`src/poll_seq_regs.vh`:
```
// constants for the poll sequencer: status codes, field values, timing
`ifndef POLL_SEQ_REGS_VH
`define POLL_SEQ_REGS_VH
// register offsets (word-wide plain port)
`define REG_CTRL        4'h0
`define REG_WAIT        4'h1
`define REG_STATUS      4'h2
`define REG_COUNT       4'h3
// control register fields
`define CTRL_BEACON_BIT 0
`define CTRL_OWN_BIT    1
`define WAIT_RESET      32'h000003E8
// addressing modes
`define MODE_SHORT      2'h2
`define MODE_EXT        2'h3
// confirm status codes
`define ST_SUCCESS      4'h0
`define ST_CHAN_FAIL    4'h1
`define ST_NO_ACK       4'h2
`define ST_NO_DATA      4'h3
`define ST_COUNTER_ERR  4'h4
`define ST_TOO_LONG     4'h5
`define ST_NO_KEY       4'h6
`define ST_UNSUP_SEC    4'h7
`define ST_INVALID      4'h8
// security processing error codes on the engine port
`define SEC_OK          2'h0
`define SEC_COUNTER     2'h1
`define SEC_TOO_LONG    2'h2
`define SEC_NO_KEY      2'h3
`define SEC_LVL_MAX     3'h7
`define KEY_MODE_MAX    2'h3
`define VPAN_MAX        16'hFFFE
`endif

```
`src/mac_poll_sequencer.v`:
```
// mac poll sequencer: poll request to single confirm plus data indication
// How it works
// - accepted poll sends data request command
// - own coordinator target omits destination fields
// - other targets carry coordinator vpan and address
// - nonzero security level sets security bit
// - security error drops frame, confirms error
// - access failure confirms channel access failure
// - missing ack confirms no ack
// - pending ack turns receiver on
// - non-pending ack confirms no data at once
// - empty or command frame confirms no data
// - nonempty data frame confirms success, indicates data
// - frame wait timeout confirms no data
// - bad parameter confirms invalid parameter
// - confirm carries exactly one allowed status
// - one confirm per request
// - confirm precedes data indication
// - address mode 2 short, 3 extended
// - security level zero through seven
//
// The strobed register port and the address map were decided locally.
`timescale 1ns/1ps
`include "poll_seq_regs.vh"
module mac_poll_sequencer (
    input  wire        core_clk,        // mac clock, 200 MHz
    input  wire        arst_n,          // async reset, active low
    // poll request from higher layer
    input  wire        poll_req,        // request pulse
    output wire        poll_ready,      // request may be taken
    input  wire [1:0]  coord_mode,      // coordinator address mode
    input  wire [15:0] coord_vpan,      // coordinator vpan id
    input  wire [63:0] coord_addr,      // coordinator address
    input  wire [2:0]  sec_level,       // security level
    input  wire [1:0]  key_mode,        // key id mode
    input  wire [7:0]  key_index,       // key index
    // confirm and indication
    output reg         poll_cfm,        // confirm pulse
    output reg  [3:0]  poll_status,     // confirm status
    output reg         data_ind,        // data indication pulse
    output reg  [6:0]  data_len,        // indicated payload length
    // security engine
    output reg         sec_start,       // start outgoing processing
    input  wire        sec_done,        // processing finished pulse
    input  wire [1:0]  sec_err,         // processing result
    // transmit side
    output reg         tx_cmd,          // send data request command pulse
    output reg         tx_dst_present,  // destination fields present
    output reg  [15:0] tx_vpan,         // destination vpan
    output reg  [63:0] tx_addr,         // destination address
    output reg  [1:0]  tx_mode,         // destination address mode
    output reg         tx_sec_en,       // security enabled bit
    input  wire        tx_done,         // command sent pulse
    input  wire        tx_chan_fail,    // random access failed pulse
    // ack and receive side
    input  wire        ack_rx,          // ack received pulse
    input  wire        ack_timeout,     // ack wait expired pulse
    input  wire        frame_pending_flag, // pending bit of ack
    output reg         rx_on,           // ask phy to enable receiver
    input  wire        rx_frame,        // frame received pulse
    input  wire        rx_is_cmd,       // frame is mac command
    input  wire [6:0]  rx_len,          // frame payload length
    input  wire        optical_tick,    // one optical clock enable
    input  wire        cap_active,      // inside cap
    // register port
    input  wire [3:0]  reg_addr,        // register index
    input  wire [31:0] reg_wdata,       // write data
    input  wire        reg_wr,          // write strobe
    input  wire        reg_rd,          // read strobe
    output reg  [31:0] reg_rdata        // read data, one cycle later
);
// ----------------------------------------
// states
// ----------------------------------------
localparam [2:0] S_IDLE = 3'd0;
localparam [2:0] S_SEC  = 3'd1;
localparam [2:0] S_TX   = 3'd2;
localparam [2:0] S_ACK  = 3'd3;
localparam [2:0] S_RX   = 3'd4;
localparam [2:0] S_IND  = 3'd5;

// ----------------------------------------
// state and configuration
// ----------------------------------------
reg [2:0]  state_q;
reg [1:0]  ctrl_q;        // bit0 beacon-enabled, bit1 target is own coordinator
reg [31:0] wait_q;        // frame total wait, optical clocks
reg [31:0] wait_cnt_q;
reg [15:0] poll_cnt_q;    // confirms issued
reg [2:0]  tick_s_q;      // optical tick and cap sync chain, tick edge
reg [1:0]  cap_s_q;
reg        tick_d_q;
reg [6:0]  len_q;

// ----------------------------------------
// helpers
// ----------------------------------------
// parameter check used at request time
function params_ok;
    input [1:0]  m;
    input [15:0] v;
    input [2:0]  s;
    input [7:0]  ki;
    input [1:0]  km;
    begin
        params_ok = (m == `MODE_SHORT || m == `MODE_EXT) && (v <= `VPAN_MAX)
                    && (s <= `SEC_LVL_MAX)
                    && (s == 3'h0 || km == 2'h0 || ki != 8'h00);
    end
endfunction

// map security engine error onto confirm status
// only codes from the confirm set come out
function [3:0] sec_status;
    input [1:0] e;
    begin
        case (e)
            `SEC_COUNTER:  sec_status = `ST_COUNTER_ERR;
            `SEC_TOO_LONG: sec_status = `ST_TOO_LONG;
            `SEC_NO_KEY:   sec_status = `ST_NO_KEY;
            default:       sec_status = `ST_UNSUP_SEC;
        endcase
    end
endfunction

// ----------------------------------------
// input sync: tick and cap come from the optical domain
// ----------------------------------------
always @(posedge core_clk or negedge arst_n) begin
    if (!arst_n) begin
        tick_s_q <= 3'h0;
        cap_s_q  <= 2'h0;
        tick_d_q <= 1'b0;
    end else begin
        tick_s_q <= {tick_s_q[1:0], optical_tick};
        cap_s_q  <= {cap_s_q[0], cap_active};
        // rising edge only: one count per optical clock, whatever its duty cycle
        tick_d_q <= tick_s_q[1] & ~tick_s_q[2];
    end
end

// in beacon mode only optical clocks inside the cap count
wire wait_tick = tick_d_q & (~ctrl_q[`CTRL_BEACON_BIT] | cap_s_q[1]);

// one poll at a time; ready only in idle
assign poll_ready = (state_q == S_IDLE);

// ----------------------------------------
// sequencer
// ----------------------------------------
always @(posedge core_clk or negedge arst_n) begin
    if (!arst_n) begin
        state_q        <= S_IDLE;
        poll_cfm       <= 1'b0;
        poll_status    <= `ST_SUCCESS;
        data_ind       <= 1'b0;
        data_len       <= 7'h00;
        sec_start      <= 1'b0;
        tx_cmd         <= 1'b0;
        tx_dst_present <= 1'b0;
        tx_vpan        <= 16'h0000;
        tx_addr        <= 64'h0000000000000000;
        tx_mode        <= 2'h0;
        tx_sec_en      <= 1'b0;
        rx_on          <= 1'b0;
        wait_cnt_q     <= 32'h00000000;
        len_q          <= 7'h00;
        poll_cnt_q     <= 16'h0000;
    end else begin
        poll_cfm  <= 1'b0;
        data_ind  <= 1'b0;
        sec_start <= 1'b0;
        tx_cmd    <= 1'b0;
        if (poll_cfm)
            poll_cnt_q <= poll_cnt_q + 16'h0001;
        case (state_q)
            S_IDLE: begin
                // request fields are looked at only in the accepting cycle
                if (poll_req) begin
                    if (!params_ok(coord_mode, coord_vpan, sec_level, key_index, key_mode)) begin
                        poll_cfm    <= 1'b1;
                        poll_status <= `ST_INVALID;
                    end else begin
                        // own coordinator: destination omitted
                        tx_dst_present <= ~ctrl_q[`CTRL_OWN_BIT];
                        tx_vpan        <= ctrl_q[`CTRL_OWN_BIT] ? 16'h0000 : coord_vpan;
                        tx_addr        <= ctrl_q[`CTRL_OWN_BIT] ? 64'h0 : coord_addr;
                        tx_mode        <= ctrl_q[`CTRL_OWN_BIT] ? 2'h0 : coord_mode;
                        tx_sec_en      <= (sec_level != 3'h0);
                        if (sec_level != 3'h0) begin
                            sec_start <= 1'b1;
                            state_q   <= S_SEC;
                        end else begin
                            tx_cmd  <= 1'b1;
                            state_q <= S_TX;
                        end
                    end
                end
            end
            S_SEC: begin
                if (sec_done) begin
                    if (sec_err != `SEC_OK) begin
                        poll_cfm    <= 1'b1; // frame dropped
                        poll_status <= sec_status(sec_err);
                        state_q     <= S_IDLE;
                    end else begin
                        tx_cmd  <= 1'b1;
                        state_q <= S_TX;
                    end
                end
            end
            S_TX: begin
                // a failure report outranks a done report in the same cycle
                if (tx_chan_fail) begin
                    poll_cfm    <= 1'b1;
                    poll_status <= `ST_CHAN_FAIL;
                    state_q     <= S_IDLE;
                end else if (tx_done) begin
                    state_q <= S_ACK;
                end
            end
            S_ACK: begin
                if (ack_rx) begin
                    if (frame_pending_flag) begin
                        rx_on      <= 1'b1;
                        wait_cnt_q <= 32'h00000000;
                        state_q    <= S_RX;
                    end else begin
                        poll_cfm    <= 1'b1;
                        poll_status <= `ST_NO_DATA;
                        state_q     <= S_IDLE;
                    end
                end else if (ack_timeout) begin
                    poll_cfm    <= 1'b1;
                    poll_status <= `ST_NO_ACK;
                    state_q     <= S_IDLE;
                end
            end
            S_RX: begin
                // a frame arriving on the last count still wins over the timeout
                if (rx_frame) begin
                    rx_on    <= 1'b0;
                    poll_cfm <= 1'b1; // confirm first
                    if (rx_is_cmd || rx_len == 7'h00) begin
                        poll_status <= `ST_NO_DATA;
                        state_q     <= S_IDLE;
                    end else begin
                        poll_status <= `ST_SUCCESS;
                        len_q       <= rx_len;
                        state_q     <= S_IND;
                    end
                end else if (wait_cnt_q >= wait_q) begin
                    rx_on       <= 1'b0;
                    poll_cfm    <= 1'b1;
                    poll_status <= `ST_NO_DATA;
                    state_q     <= S_IDLE;
                end else if (wait_tick) begin
                    wait_cnt_q <= wait_cnt_q + 32'h00000001;
                end
            end
            S_IND: begin
                // indication one cycle after the success confirm
                data_ind <= 1'b1;
                data_len <= len_q;
                state_q  <= S_IDLE;
            end
            default: state_q <= S_IDLE;
        endcase
    end
end

// ----------------------------------------
// register port
// ----------------------------------------
// writes are taken while idle too; a wait change mid-poll applies at once
always @(posedge core_clk or negedge arst_n) begin
    if (!arst_n) begin
        ctrl_q    <= 2'h0;
        wait_q    <= `WAIT_RESET;
        reg_rdata <= 32'h00000000;
    end else begin
        // writes to unmapped offsets are dropped
        if (reg_wr && reg_addr == `REG_CTRL)
            ctrl_q <= reg_wdata[1:0];
        if (reg_wr && reg_addr == `REG_WAIT)
            wait_q <= reg_wdata;
        // status word: bit 8 receiver on, 7:5 state, 4:1 last status, 0 ready
        if (reg_rd) begin
            case (reg_addr)
                `REG_CTRL:   reg_rdata <= {30'h0, ctrl_q};
                `REG_WAIT:   reg_rdata <= wait_q;
                `REG_STATUS: reg_rdata <= {23'h0, rx_on, state_q, poll_status, poll_ready};
                `REG_COUNT:  reg_rdata <= {16'h0, poll_cnt_q};
                default:     reg_rdata <= 32'h00000000;
            endcase
        end else begin
            reg_rdata <= 32'h00000000;
        end
    end
end

endmodule // mac_poll_sequencer

```
`config.mk`:
```
export PLATFORM = sky130hd
export DESIGN_NAME = mac_poll_sequencer
export DESIGN_NICKNAME = d
export VERILOG_FILES = /design/src/mac_poll_sequencer.v
export VERILOG_INCLUDE_DIRS = /design/src /design/src/src
export SDC_FILE = /design/constraint.sdc
export NUM_CORES = 1
export LEC_CHECK = 0
export BUFFER_PORTS_ARGS = -buffer_cell sky130_fd_sc_hd__buf_2
export CORE_MARGIN = 2
export CORE_UTILIZATION = 30
export CTS_CLUSTER_SIZE = 14
export DETAILED_ROUTE_END_ITERATION = 6
export HOLD_SLACK_MARGIN = 0.08
export PLACE_DENSITY_LB_ADDON = 0.08
export SLEW_MARGIN = 10
export SYNTH_ARGS = -nofsm -noshare
export SYNTH_HDL_FRONTEND = slang
export SYNTH_SLANG_ARGS = --single-unit
```
`constraint.sdc`:
```
create_clock -name core_clk -period 5.75 [get_ports core_clk]
set_clock_uncertainty 0.05 [all_clocks]
set_input_delay 1.15 -clock core_clk [delete_from_list [all_inputs] [get_ports core_clk]]
set_output_delay 1.15 -clock core_clk [all_outputs]
set_load 0.1 [all_outputs]
```
==> run_results.csv, run 1 <==
group,metric,value,unit
yosys,yosysTopAreaCell,"dfrtp_1",
timing,final.setup.tns,0,ps
worst_setup_path,crit_chain,"ha_1, nand4_1, nor3_1, or4b_1, a311oi_1, or3_1, a221o_1",
placed_design,place_congestion,0.808,
timing,post-route-min-period,3690,ps
worst_setup_path,crit_family,"simple AND/OR/NAND/NOR gates",
clock_network,ctsHtreeMaxLevel,1,
worst_setup_path,critPathSlowestCell,"or3_1",
grt,grt-ovfl-total,0,
worst_setup_path,critPathBufInv,0,
min_path,min_path_type,"reg -> reg",
worst_setup_path,cp.required,6170,ps
floorplan,start_util,30.4,%
clock_network,cts_resized,0,
floorplan,num_io_pins,288,
final_layout,area_delta_synth_final,26.7,%
grt,grt_pass1_wl,50.6,mm
grt,grt_max_degree,115,
yosys,yosysSeqAreaShare,53.4,%
placed_design,dp_hpwl,22.7,mm
yosys,synth-edff-count,0,
yosys,synth_cell_types,54,
yosys,syn-num-nets,1260,
worst_setup_path,cp-start-kind,"flip-flop",
power,power_density,592,nW/um2
worst_setup_path,end_kind,"flip-flop",
yosys,yosys_register_bits,230,
timing,worstMarginPinSlew,1060,ps
yosys,synth_area,10800,um2
worst_setup_path,r2r_slack,2060,ps
worst_setup_path,critical_path_class,"reg -> reg",
yosys,synth_area_leaders,"dfrtp_1 52%, mux2_2 5.4%, o21ai_0 5.3%",
routing,wire_per_inst,17.3,um
floorplan,row_count,69,
clock_network,root_buffer,"clkbuf_16",
routing,vias_per_cell,4.74,
grt,track_usage,16.7,%
placed_design,portBuffers,287,
power,combinationalPowerShare,47.8,%
final_layout,final_common_cell,"buf_2",
final_layout,nNetsFinal,1534,
floorplan,core-area,35500,um2
clock_network,hold_buffers,0,
routing,ant_nets,0,
routing,num_vias,8663,
timing,slew_headroom,29.4,%
final_layout,drive_gt1_share,30.0,%
run_status,status,"finished clean",
worst_setup_path,cp.arrival,4110,ps
grt,grt_pass1_vias,8663,
yosys,synthArstFlopShare,100,%
power,p_leak,6.72,nW
clock_network,cts.path.max_buffers,3,
worst_setup_path,path_depth,7,
timing,drv_slew,0,
yosys,synth_top_area_share,52.0,%
power,total_power,0.00810,W
routing,drt_iter0_drc,412,
clock_network,path_clk_slew,60,ps
floorplan,dieArea,37500,um2
floorplan,dieHeight,194,um
yosys,avgSynthCellArea,10.1,um2
routing,drtPass1Iterations,5,
routing,drc,0,
worst_setup_path,cp_max_fo,21,
yosys,ys_warn_count,0,
yosys,synthCells,1069,
timing,grt_setup_unrepaired,"false",
timing,setup-violations-final,0,
power,pwr-share-seq,30.1,%
timing,hold_violations,0,
final_layout,final_cell_mix,"286 x buf_2, 223 x dfrtp_1, 143 x nand2_1, 114 x o21ai_0, 86 x nand2b_1",
clock_network,clkSinkCount,230,
min_path,whs_path_depth,0,
timing,max_freq,0.271,GHz
routing,routed_wl,31.6,mm
power,p_sw,0.00423,W
power,pwr-share-clk,22.1,%
power,intPower,0.00387,W
timing,period_share,64.2,%
worst_setup_path,max_stage_delay,810,ps
power,swShare,52.2,%
clock_network,cts_tree,"built",
job,drv_cap,0,
grt,antenna_found_initial,1,
clock_network,cts_inserted_buffers,28,
clock_network,cts_setup_buffers,0,
power,max-vdd-ir-drop,0.000443,V
floorplan,die_w,194,um
clock_network,clk_latency,540,ps
worst_setup_path,reg2reg_depth,7,
yosys,synth_ff_type,"dfrtp_1",
area by class of cell:
| cell class | count | area, um2 |
|---|---|---|
| fillers | 3636 | 21800 |
| well taps | 461 | 577 |
| clock buffers | 45 | 856 |
| clock inverters | 7 | 87.6 |
| inverters | 52 | 195 |
| multi-input cells | 734 | 4640 |
| diodes | 1 | 2.50 |
| flip-flops and latches | 230 | 5760 |
| repair buffers | 297 | 1550 |
cells by family (layout without fill, tap and decap cells):
kind of cell / Yosys count / count (layout) / synth area share [%]
xor+xnor: 16 / 16 / 1.30
flops: 230 / 230 / 53.4
buf+inv: 105 / 401 / 3.70
mux: 55 / 55 / 5.71
other cells: 0 / 1 / 0
compound gates: 210 / 210 / 12.0
fa+ha+maj: 36 / 36 / 4.18
simple gates: 417 / 417 / 19.7
cells in the mapped netlist (8+ instances only):
| cell type | n |
|---|---|
| nand2b_1 | 86 |
| nand3_1 | 19 |
| nand4_1 | 23 |
| o21ai_0 | 114 |
| xnor2_1 | 11 |
| a21oi_1 | 27 |
| a22oi_1 | 19 |
| mux2_2 | 52 |
| a221o_1 | 19 |
| nand2_1 | 143 |
| dfrtp_1 | 224 |
| ha_1 | 36 |
| clkbuf_1 | 44 |
| nor4_1 | 8 |
| nor2_1 | 38 |
| nor3_1 | 40 |
| and3_1 | 26 |
| inv_1 | 52 |
worst paths after layout:
check	endpoint	from
setup / recovery	wait_cnt_q[20]	wait_cnt_q[13]
hold / removal	cap_s_q[1]	cap_s_q[0]
setup reg to reg	wait_cnt_q[20]	wait_cnt_q[13]
hold reg to reg	cap_s_q[1]	cap_s_q[0]
max in group asynchronous	ctrl_q[1]	arst_n
min in group asynchronous	tx_addr[43]	arst_n
state kept, by name (all words and copies together) (netlist names), 2 cells and up:
register,cells
tick_s_q,3
reg_rdata,32
wait_cnt_q,32
tx_addr,64
poll_cnt_q,16
poll_status,4
state_q,3
tx_mode,2
wait_q,32
ctrl_q,2
tx_vpan,16
len_q,7
cap_s_q,2
data_len,7
power groups by stage:
stage	clock network, W	registers [W]	logic (W)
2_1_floorplan	0	0.00479	0.000797
3_3_place_gp	0	0.00246	0.00389
3_5_place_dp	0	0.00247	0.00391
4_1_cts	0.00185	0.00245	0.00392
5_1_grt	0.00192	0.00251	0.00408
6_report	0.00179	0.00244	0.00388
worst register-to-register path, stage by stage, from the launching register on:
cell	delay, ps
dfrtp_1	460
ha_1	330
nand4_1	120
nor3_1	310
or4b_1	530
a311oi_1	730
or3_1	810
a221o_1	280
metrics by stage:
stage          setup slack [ps]  hold slack (ps)  cell area [um2]  utilization [%]  std cells
5_1_grt                    1820              326            13700             38.5       1827
3_5_place_dp               1860              293            12700             35.9       1774
6_report                   2060              303            13700             38.5       1827
3_3_place_gp               1880              291            12700             35.9       1774
2_1_floorplan              1440              281            10800                -       1069
4_1_cts                    1920              309            13700             38.5       1826
per-layer routing:
layer	vias to the layer above	global-route usage [%]	part of all wire [%]
met5	-	0	0
met1	4114	23.5	47
met3	34	2.49	4.3
met2	209	27.1	47
li1	4306	-	-
met4	0	3.82	1.9
Note: power is estimated with default switching activity, not from simulation.
==> inputs of run 2 (changes only) <==
Settings changed: ABC_AREA from default to 1.
Clock period 5.75 ns to 3.1 ns, I/O delays scaled along.
==> run 2 against run 1 <==
Compared with the run above: synthesized cell count rose by 25%; via count increased by 11%; die area grew 2.5%; wire length grew 11%; combinational power increased by 68%; worst setup slack got worse by 1800 ps; critical path depth decreased by 3; core utilization is 0.12 points lower; cell area increased by 2.4%; critical path type is now reg -> out; largest power group unchanged.
==> run_results.csv, run 2 <==
group,metric,value,unit
clock_network,cts_resized,0,
worst_setup_path,cp.arrival,2140,ps
yosys,synth_top_area_share,50.7,%
power,intPower,0.00684,W
final_layout,regArea,5760,um2
yosys,synth_common_cells,"423 x nand2_1, 224 x dfrtp_1, 118 x nor2_1",
routing,drtPass1Iterations,7,
floorplan,dieArea,38400,um2
routing,ant_nets,0,
yosys,yosys_register_bits,230,
final_layout,nNetsFinal,1811,
timing,worstMarginPinSlew,849,ps
routing,drt_iter0_drc,519,
worst_setup_path,timing.rr.start,"wait_cnt_q[19]",
final_layout,fin_area,14000,um2
power,pwr-share-clk,24.5,%
floorplan,core-area,36400,um2
grt,grt_pass1_vias,9390,
grt,grt_max_degree,168,
final_layout,final_common_cell,"nand2_1",
placed_design,place_area,13000,um2
clock_network,cts_inserted_buffers,29,
yosys,synth_area_leaders,"dfrtp_1 51%, nand2_1 14%, ha_1 4.1%",
power,power_density,1010,nW/um2
yosys,synth-edff-count,0,
final_layout,drive_gt1_share,23.3,%
floorplan,num_io_pins,288,
timing,period_share,90.6,%
floorplan,dieHeight,196,um
yosys,synth_cell_types,40,
final_layout,top_register,"tx_addr",
worst_setup_path,cp_max_fo,6,
yosys,synth_ff_type,"dfrtp_1",
yosys,synthArstFlopShare,100,%
routing,num_vias,9628,
yosys,synthCells,1336,
grt,antenna_found_initial,4,
worst_setup_path,crit_family,"buffers and inverters",
power,pwr-share-seq,29.5,%
timing,post-route-min-period,2810,ps
timing,grt_setup_unrepaired,"false",
timing,slew_headroom,43.0,%
floorplan,start_util,30.4,%
grt,grt_pass1_wl,55.2,mm
yosys,yosysTopAreaCell,"dfrtp_1",
min_path,min_path_type,"in -> reg",
min_path,hold_start,"optical_tick",
grt,grt_use_met1,26.0,%
power,p_leak,7.45,nW
worst_setup_path,cp-start-kind,"flip-flop",
final_layout,final_cell_mix,"423 x nand2_1, 286 x buf_2, 224 x dfrtp_1, 118 x nor2_1, 116 x inv_1",
yosys,yosysMostFrequentCell,"nand2_1",
grt,grt-ovfl-total,0,
floorplan,row_count,70,
final_layout,area_delta_synth_final,26.6,%
worst_setup_path,cp-startpoint,"state_q[1]",
yosys,synth_area,11100,um2
clock_network,clk_latency,560,ps
worst_setup_path,critPathSlowestCell,"dfrtp_1",
grt,track_usage,18.2,%
routing,vias_per_cell,4.56,
yosys,avgSynthCellArea,8.28,um2
floorplan,die_w,196,um
clock_network,cts.path.max_buffers,3,
routing,wire_per_inst,16.7,um
worst_setup_path,end_kind,"output port",
clock_network,root_buffer,"clkbuf_16",
yosys,syn-num-nets,1527,
worst_setup_path,crit_chain,"nor2_2, nand2_1, inv_1, buf_2",
power,combinationalPowerShare,46.0,%
power,p_sw,0.00734,W
job,drv_cap,0,
final_layout,multi_input_area,4560,um2
routing,routed_wl,35.2,mm
clock_network,hold_buffers,1,
grt,top_usage_layer,"met2",
grt,use_met2,29.2,%
timing,setup-violations-final,0,
timing,drv_slew,0,
placed_design,portBuffers,287,
timing,max_freq,0.356,GHz
timing,final.setup.tns,0,ps
grt,grtUsageMet3,2.87,%
worst_setup_path,max_stage_delay,510,ps
power,swShare,51.7,%
worst_setup_path,cp.required,2430,ps
clock_network,path_clk_slew,60,ps
routing,drc,0,
timing,hold_violations,0,
placed_design,place_congestion,0.849,
worst_setup_path,critPathBufInv,2,
power,max-vdd-ir-drop,0.000658,V
final_layout,fillers,3861,
worst_setup_path,critical_path_class,"reg -> out",
yosys,yosysSeqAreaShare,52.1,%
final_layout,largest_reg_flops,64,
run_status,status,"finished clean",
yosys,ys_warn_count,0,
final_layout,utilization,38.4,%
power,total_power,0.0142,W
clock_network,ctsHtreeMaxLevel,1,
clock_network,cts_setup_buffers,0,
clock_network,cts_tree,"built",
clock_network,clkSinkCount,230,
placed_design,dp_hpwl,26.3,mm
==> run 2: cell types whose count changed after synthesis, moves of 21 or more <==
cell,delta
a21oi_1,+26
and3_1,-26
clkbuf_1,-21
inv_1,+65
mux2_2,-51
nand2_1,+280
nand2b_1,-86
nand3_1,+50
nor2_1,+80
o21ai_0,-56
o21ai_1,+46
xor2_1,+21
==> run 2: metrics by stage <==
stage / instances / hold WS, ps / setup WS [ps]
2_1_floorplan: 1336 / 274 / 936
3_3_place_gp: 2056 / 285 / 555
3_5_place_dp: 2056 / 288 / 479
4_1_cts: 2110 / 93.6 / 254
5_1_grt: 2111 / 103 / 169
6_report: 2111 / 122 / 292
==> run 2: cells by family (layout without fill, tap and decap cells) <==
| family | Yosys count | count (layout) | share of synthesized area (%) |
|---|---|---|---|
| fa+ha+maj | 36 | 36 | 4.07 |
| buf+inv | 176 | 482 | 6.79 |
| other cells | 0 | 1 | 0 |
| flops | 230 | 230 | 52.1 |
| compound gates | 180 | 180 | 8.88 |
| simple gates | 677 | 677 | 25.2 |
| xor+xnor | 36 | 36 | 2.85 |
| mux | 1 | 1 | 0.102 |
==> run 2: power groups by stage <==
| stage | Combinational (W) | Sequential [W] | Clock (W) |
|---|---|---|---|
| after floorplan | 0.00131 | 0.00817 | 0 |
| after global placement | 0.00656 | 0.00421 | 0 |
| after detailed placement | 0.00657 | 0.00423 | 0 |
| after CTS | 0.00658 | 0.00418 | 0.00358 |
| after global routing | 0.00686 | 0.00429 | 0.00371 |
| final | 0.00652 | 0.00419 | 0.00348 |
==> run 2: area by class of cell <==
cell class                 count  share of cell area (%)
sequential                   230                    41.2
multi-input combinational    930                    32.6
timing repair buffer         307                    11.7
clock buffer                  39                    5.88
tap                          468                    4.18
inverter                     122                    3.27
clock inverter                14                    1.22
antenna                        1                  0.0179
==> run 2: worst reg2reg max path, stage by stage (launching register included) <==
cell	delay, ps
dfrtp_1	470
ha_1	320
nand2_1	60
inv_1	40
nand2_1	50
nand2_1	50
nand2_1	70
nand2_1	60
a21oi_1	270
nand2_1	130
nand2_1	360
nand2_4	350
nand2_1	190
nand2_1	60
==> run 2: path summary, 6_finish.rpt <==
| path | endpoint | slack, ps | cells after the start |
|---|---|---|---|
| setup / recovery | poll_ready | 290 | 4 |
| hold / removal | tick_s_q[0] | 120 | 1 |
| setup reg to reg | wait_cnt_q[30] | 450 | 13 |
| hold reg to reg | cap_s_q[1] | 300 | 0 |
| min in group asynchronous | tx_addr[30] | 580 | 2 |
| max in group asynchronous | state_q[0] | 1430 | 3 |
==> run 2: routing by layer <==
layer	part of all wire, %	wire [um]
met5	0.13	45
met2	46	16100
met4	1.4	488
met3	4.9	1720
met1	48	16800
==> inputs of run 3 (changes only) <==
Settings changed: GPL_TIMING_DRIVEN from default to 0.
==> run 3 against run 2 <==
Compared with the run above: power fell by 0.23%; worst setup slack lost 23 ps; sequential power about the same; via count up 2.2%; sequential share of layout area fell by 0.36 points; critical endpoint unchanged.
==> run_results.csv, run 3 (same netlist as run 2, synthesis figures left out) <==
group,metric,value,unit
power,max-vdd-ir-drop,0.000604,V
placed_design,portBuffers,286,
grt,antenna_found_initial,2,
final_layout,top_register,"tx_addr",
timing,worstMarginPinSlew,719,ps
routing,routed_wl,35.6,mm
routing,wire_per_inst,16.6,um
min_path,hold_start,"optical_tick",
clock_network,cts_setup_buffers,0,
worst_setup_path,rr_endpoint,"wait_cnt_q[28]",
clock_network,cts_inserted_buffers,28,
worst_setup_path,cp-start-kind,"flip-flop",
run_status,status,"finished clean",
routing,drc,0,
final_layout,fin_area,14100,um2
min_path,whs_endpoint,"tick_s_q[0]",
clock_network,clk_latency,560,ps
min_path,whs_path_depth,1,
worst_setup_path,timing.rr.start,"wait_q[3]",
worst_setup_path,reg2reg_depth,17,
placed_design,place_congestion,0.861,
clock_network,hold_buffers,1,
grt,grt-ovfl-total,0,
timing,grt_setup_unrepaired,"false",
timing,drv_slew,0,
floorplan,core-area,36400,um2
worst_setup_path,crit_chain,"nor2_2, nand2_1, inv_1, buf_2",
final_layout,final_cell_mix,"423 x nand2_1, 306 x buf_2, 224 x dfrtp_1, 118 x nor2_1, 117 x inv_1",
routing,ant_nets,0,
clock_network,ctsHtreeMaxLevel,1,
final_layout,drive_gt1_share,23.3,%
power,power_density,1000,nW/um2
grt,grt_pass1_vias,9953,
routing,drt_iter0_drc,562,
worst_setup_path,critPathBufInv,2,
clock_network,clkSinkCount,230,
routing,num_vias,9844,
final_layout,area_delta_synth_final,27.7,%
clock_network,root_buffer,"clkbuf_16",
timing,setup-violations-final,0,
clock_network,cts_tree,"built",
grt,grt_max_degree,100,
job,drv_cap,0,
final_layout,largest_reg_flops,64,
timing,post-route-min-period,2830,ps
floorplan,start_util,30.4,%
clock_network,cts_resized,0,
worst_setup_path,max_stage_delay,530,ps
timing,hold_violations,0,
timing,period_share,91.3,%
timing,slew_headroom,52.1,%
worst_setup_path,end_kind,"output port",
power,p_leak,7.49,nW
final_layout,fillers,3867,
worst_setup_path,critical_path_class,"reg -> out",
worst_setup_path,path_depth,4,
final_layout,regArea,5760,um2
placed_design,place_area,13100,um2
final_layout,multi_input_area,4540,um2
timing,max_freq,0.353,GHz
worst_setup_path,cp_max_fo,7,
final_layout,nNetsFinal,1846,
final_layout,final_common_cell,"nand2_1",
routing,vias_per_cell,4.59,
worst_setup_path,cp.required,2430,ps
grt,track_usage,18.7,%
worst_setup_path,r2r_slack,620,ps
worst_setup_path,cp.arrival,2160,ps
floorplan,row_count,70,
floorplan,die_w,196,um
floorplan,num_io_pins,288,
clock_network,path_clk_slew,60,ps
worst_setup_path,critPathSlowestCell,"dfrtp_1",
placed_design,dp_hpwl,27.5,mm
grt,grt_pass1_wl,56.6,mm
floorplan,dieHeight,196,um
min_path,min_path_type,"in -> reg",
routing,drtPass1Iterations,5,
worst_setup_path,crit_family,"buffers and inverters",
clock_network,cts.path.max_buffers,3,
floorplan,dieArea,38400,um2
timing,timing.hold.ws,126,ps
==> run 3: through the flow <==
stage / worst slack (ps) / util (%) / power, W / TNS [ps] / std cells
final: 269 / 38.8 / 0.0141 / 0 / 2146
after global routing: 122 / 38.7 / 0.0148 / 0 / 2145
after CTS: 233 / 38.7 / 0.0143 / 0 / 2144
after detailed placement: 514 / 36.1 / 0.0109 / 0 / 2092
after global placement: -3040 / 35.9 / 0.0109 / -684560 / 2090
after floorplan: 936 / - / 0.00948 / 0 / 1336
==> run 3: cell type report <==
cell class	instances	share of cell area, %
antenna	2	0.0354
buffer	54	2.07
clock buffer	45	6.26
clock inverter	6	0.567
inverter	122	3.24
multi-input combinational	930	32.2
sequential	230	40.8
tap	468	4.15
timing repair buffer	289	10.7
==> run 3: worst reg2reg max path, cell delays in order, from the launching register on <==
cell,delay (ps)
dfstp_2,510
inv_1,90
ha_1,330
nand2_1,90
inv_1,40
nand2_1,60
nand2_1,50
nand2_1,50
nand2_1,50
nand2_1,50
nand2_1,100
nand2_1,140
nand2_1,80
nand2_1,130
buf_4,210
buf_4,200
nand3_1,90
nand2_1,70
==> run 3: routing by layer <==
layer / up-vias / share of wire [%] / track usage [%]
li1: 4938 / - / -
met1: 4625 / 48 / 26.3
met2: 221 / 46 / 30.0
met3: 58 / 4.2 / 2.75
met4: 2 / 2.6 / 5.36
met5: - / 0.037 / 0
==> run 3: how the worst max path moves through the flow <==
stage,from,to
2_1_floorplan,poll_cfm,poll_cnt_q[14]
3_3_place_gp,arst_n,wait_cnt_q[24]
3_5_place_dp,reg_addr[3],wait_q[19]
4_1_cts,state_q[1],poll_ready
5_1_grt,state_q[1],poll_ready
6_report,state_q[0],poll_ready
==> run 3: report_power, final <==
| group | internal, W | total [W] | switching (W) |
|---|---|---|---|
| Clock | 0.00203 | 0.00333 | 0.00131 |
| Sequential | 0.00375 | 0.00418 | 0.000433 |
| Combinational | 0.00102 | 0.00663 | 0.00560 |
| Total | 0.00681 | 0.0141 | 0.00734 |
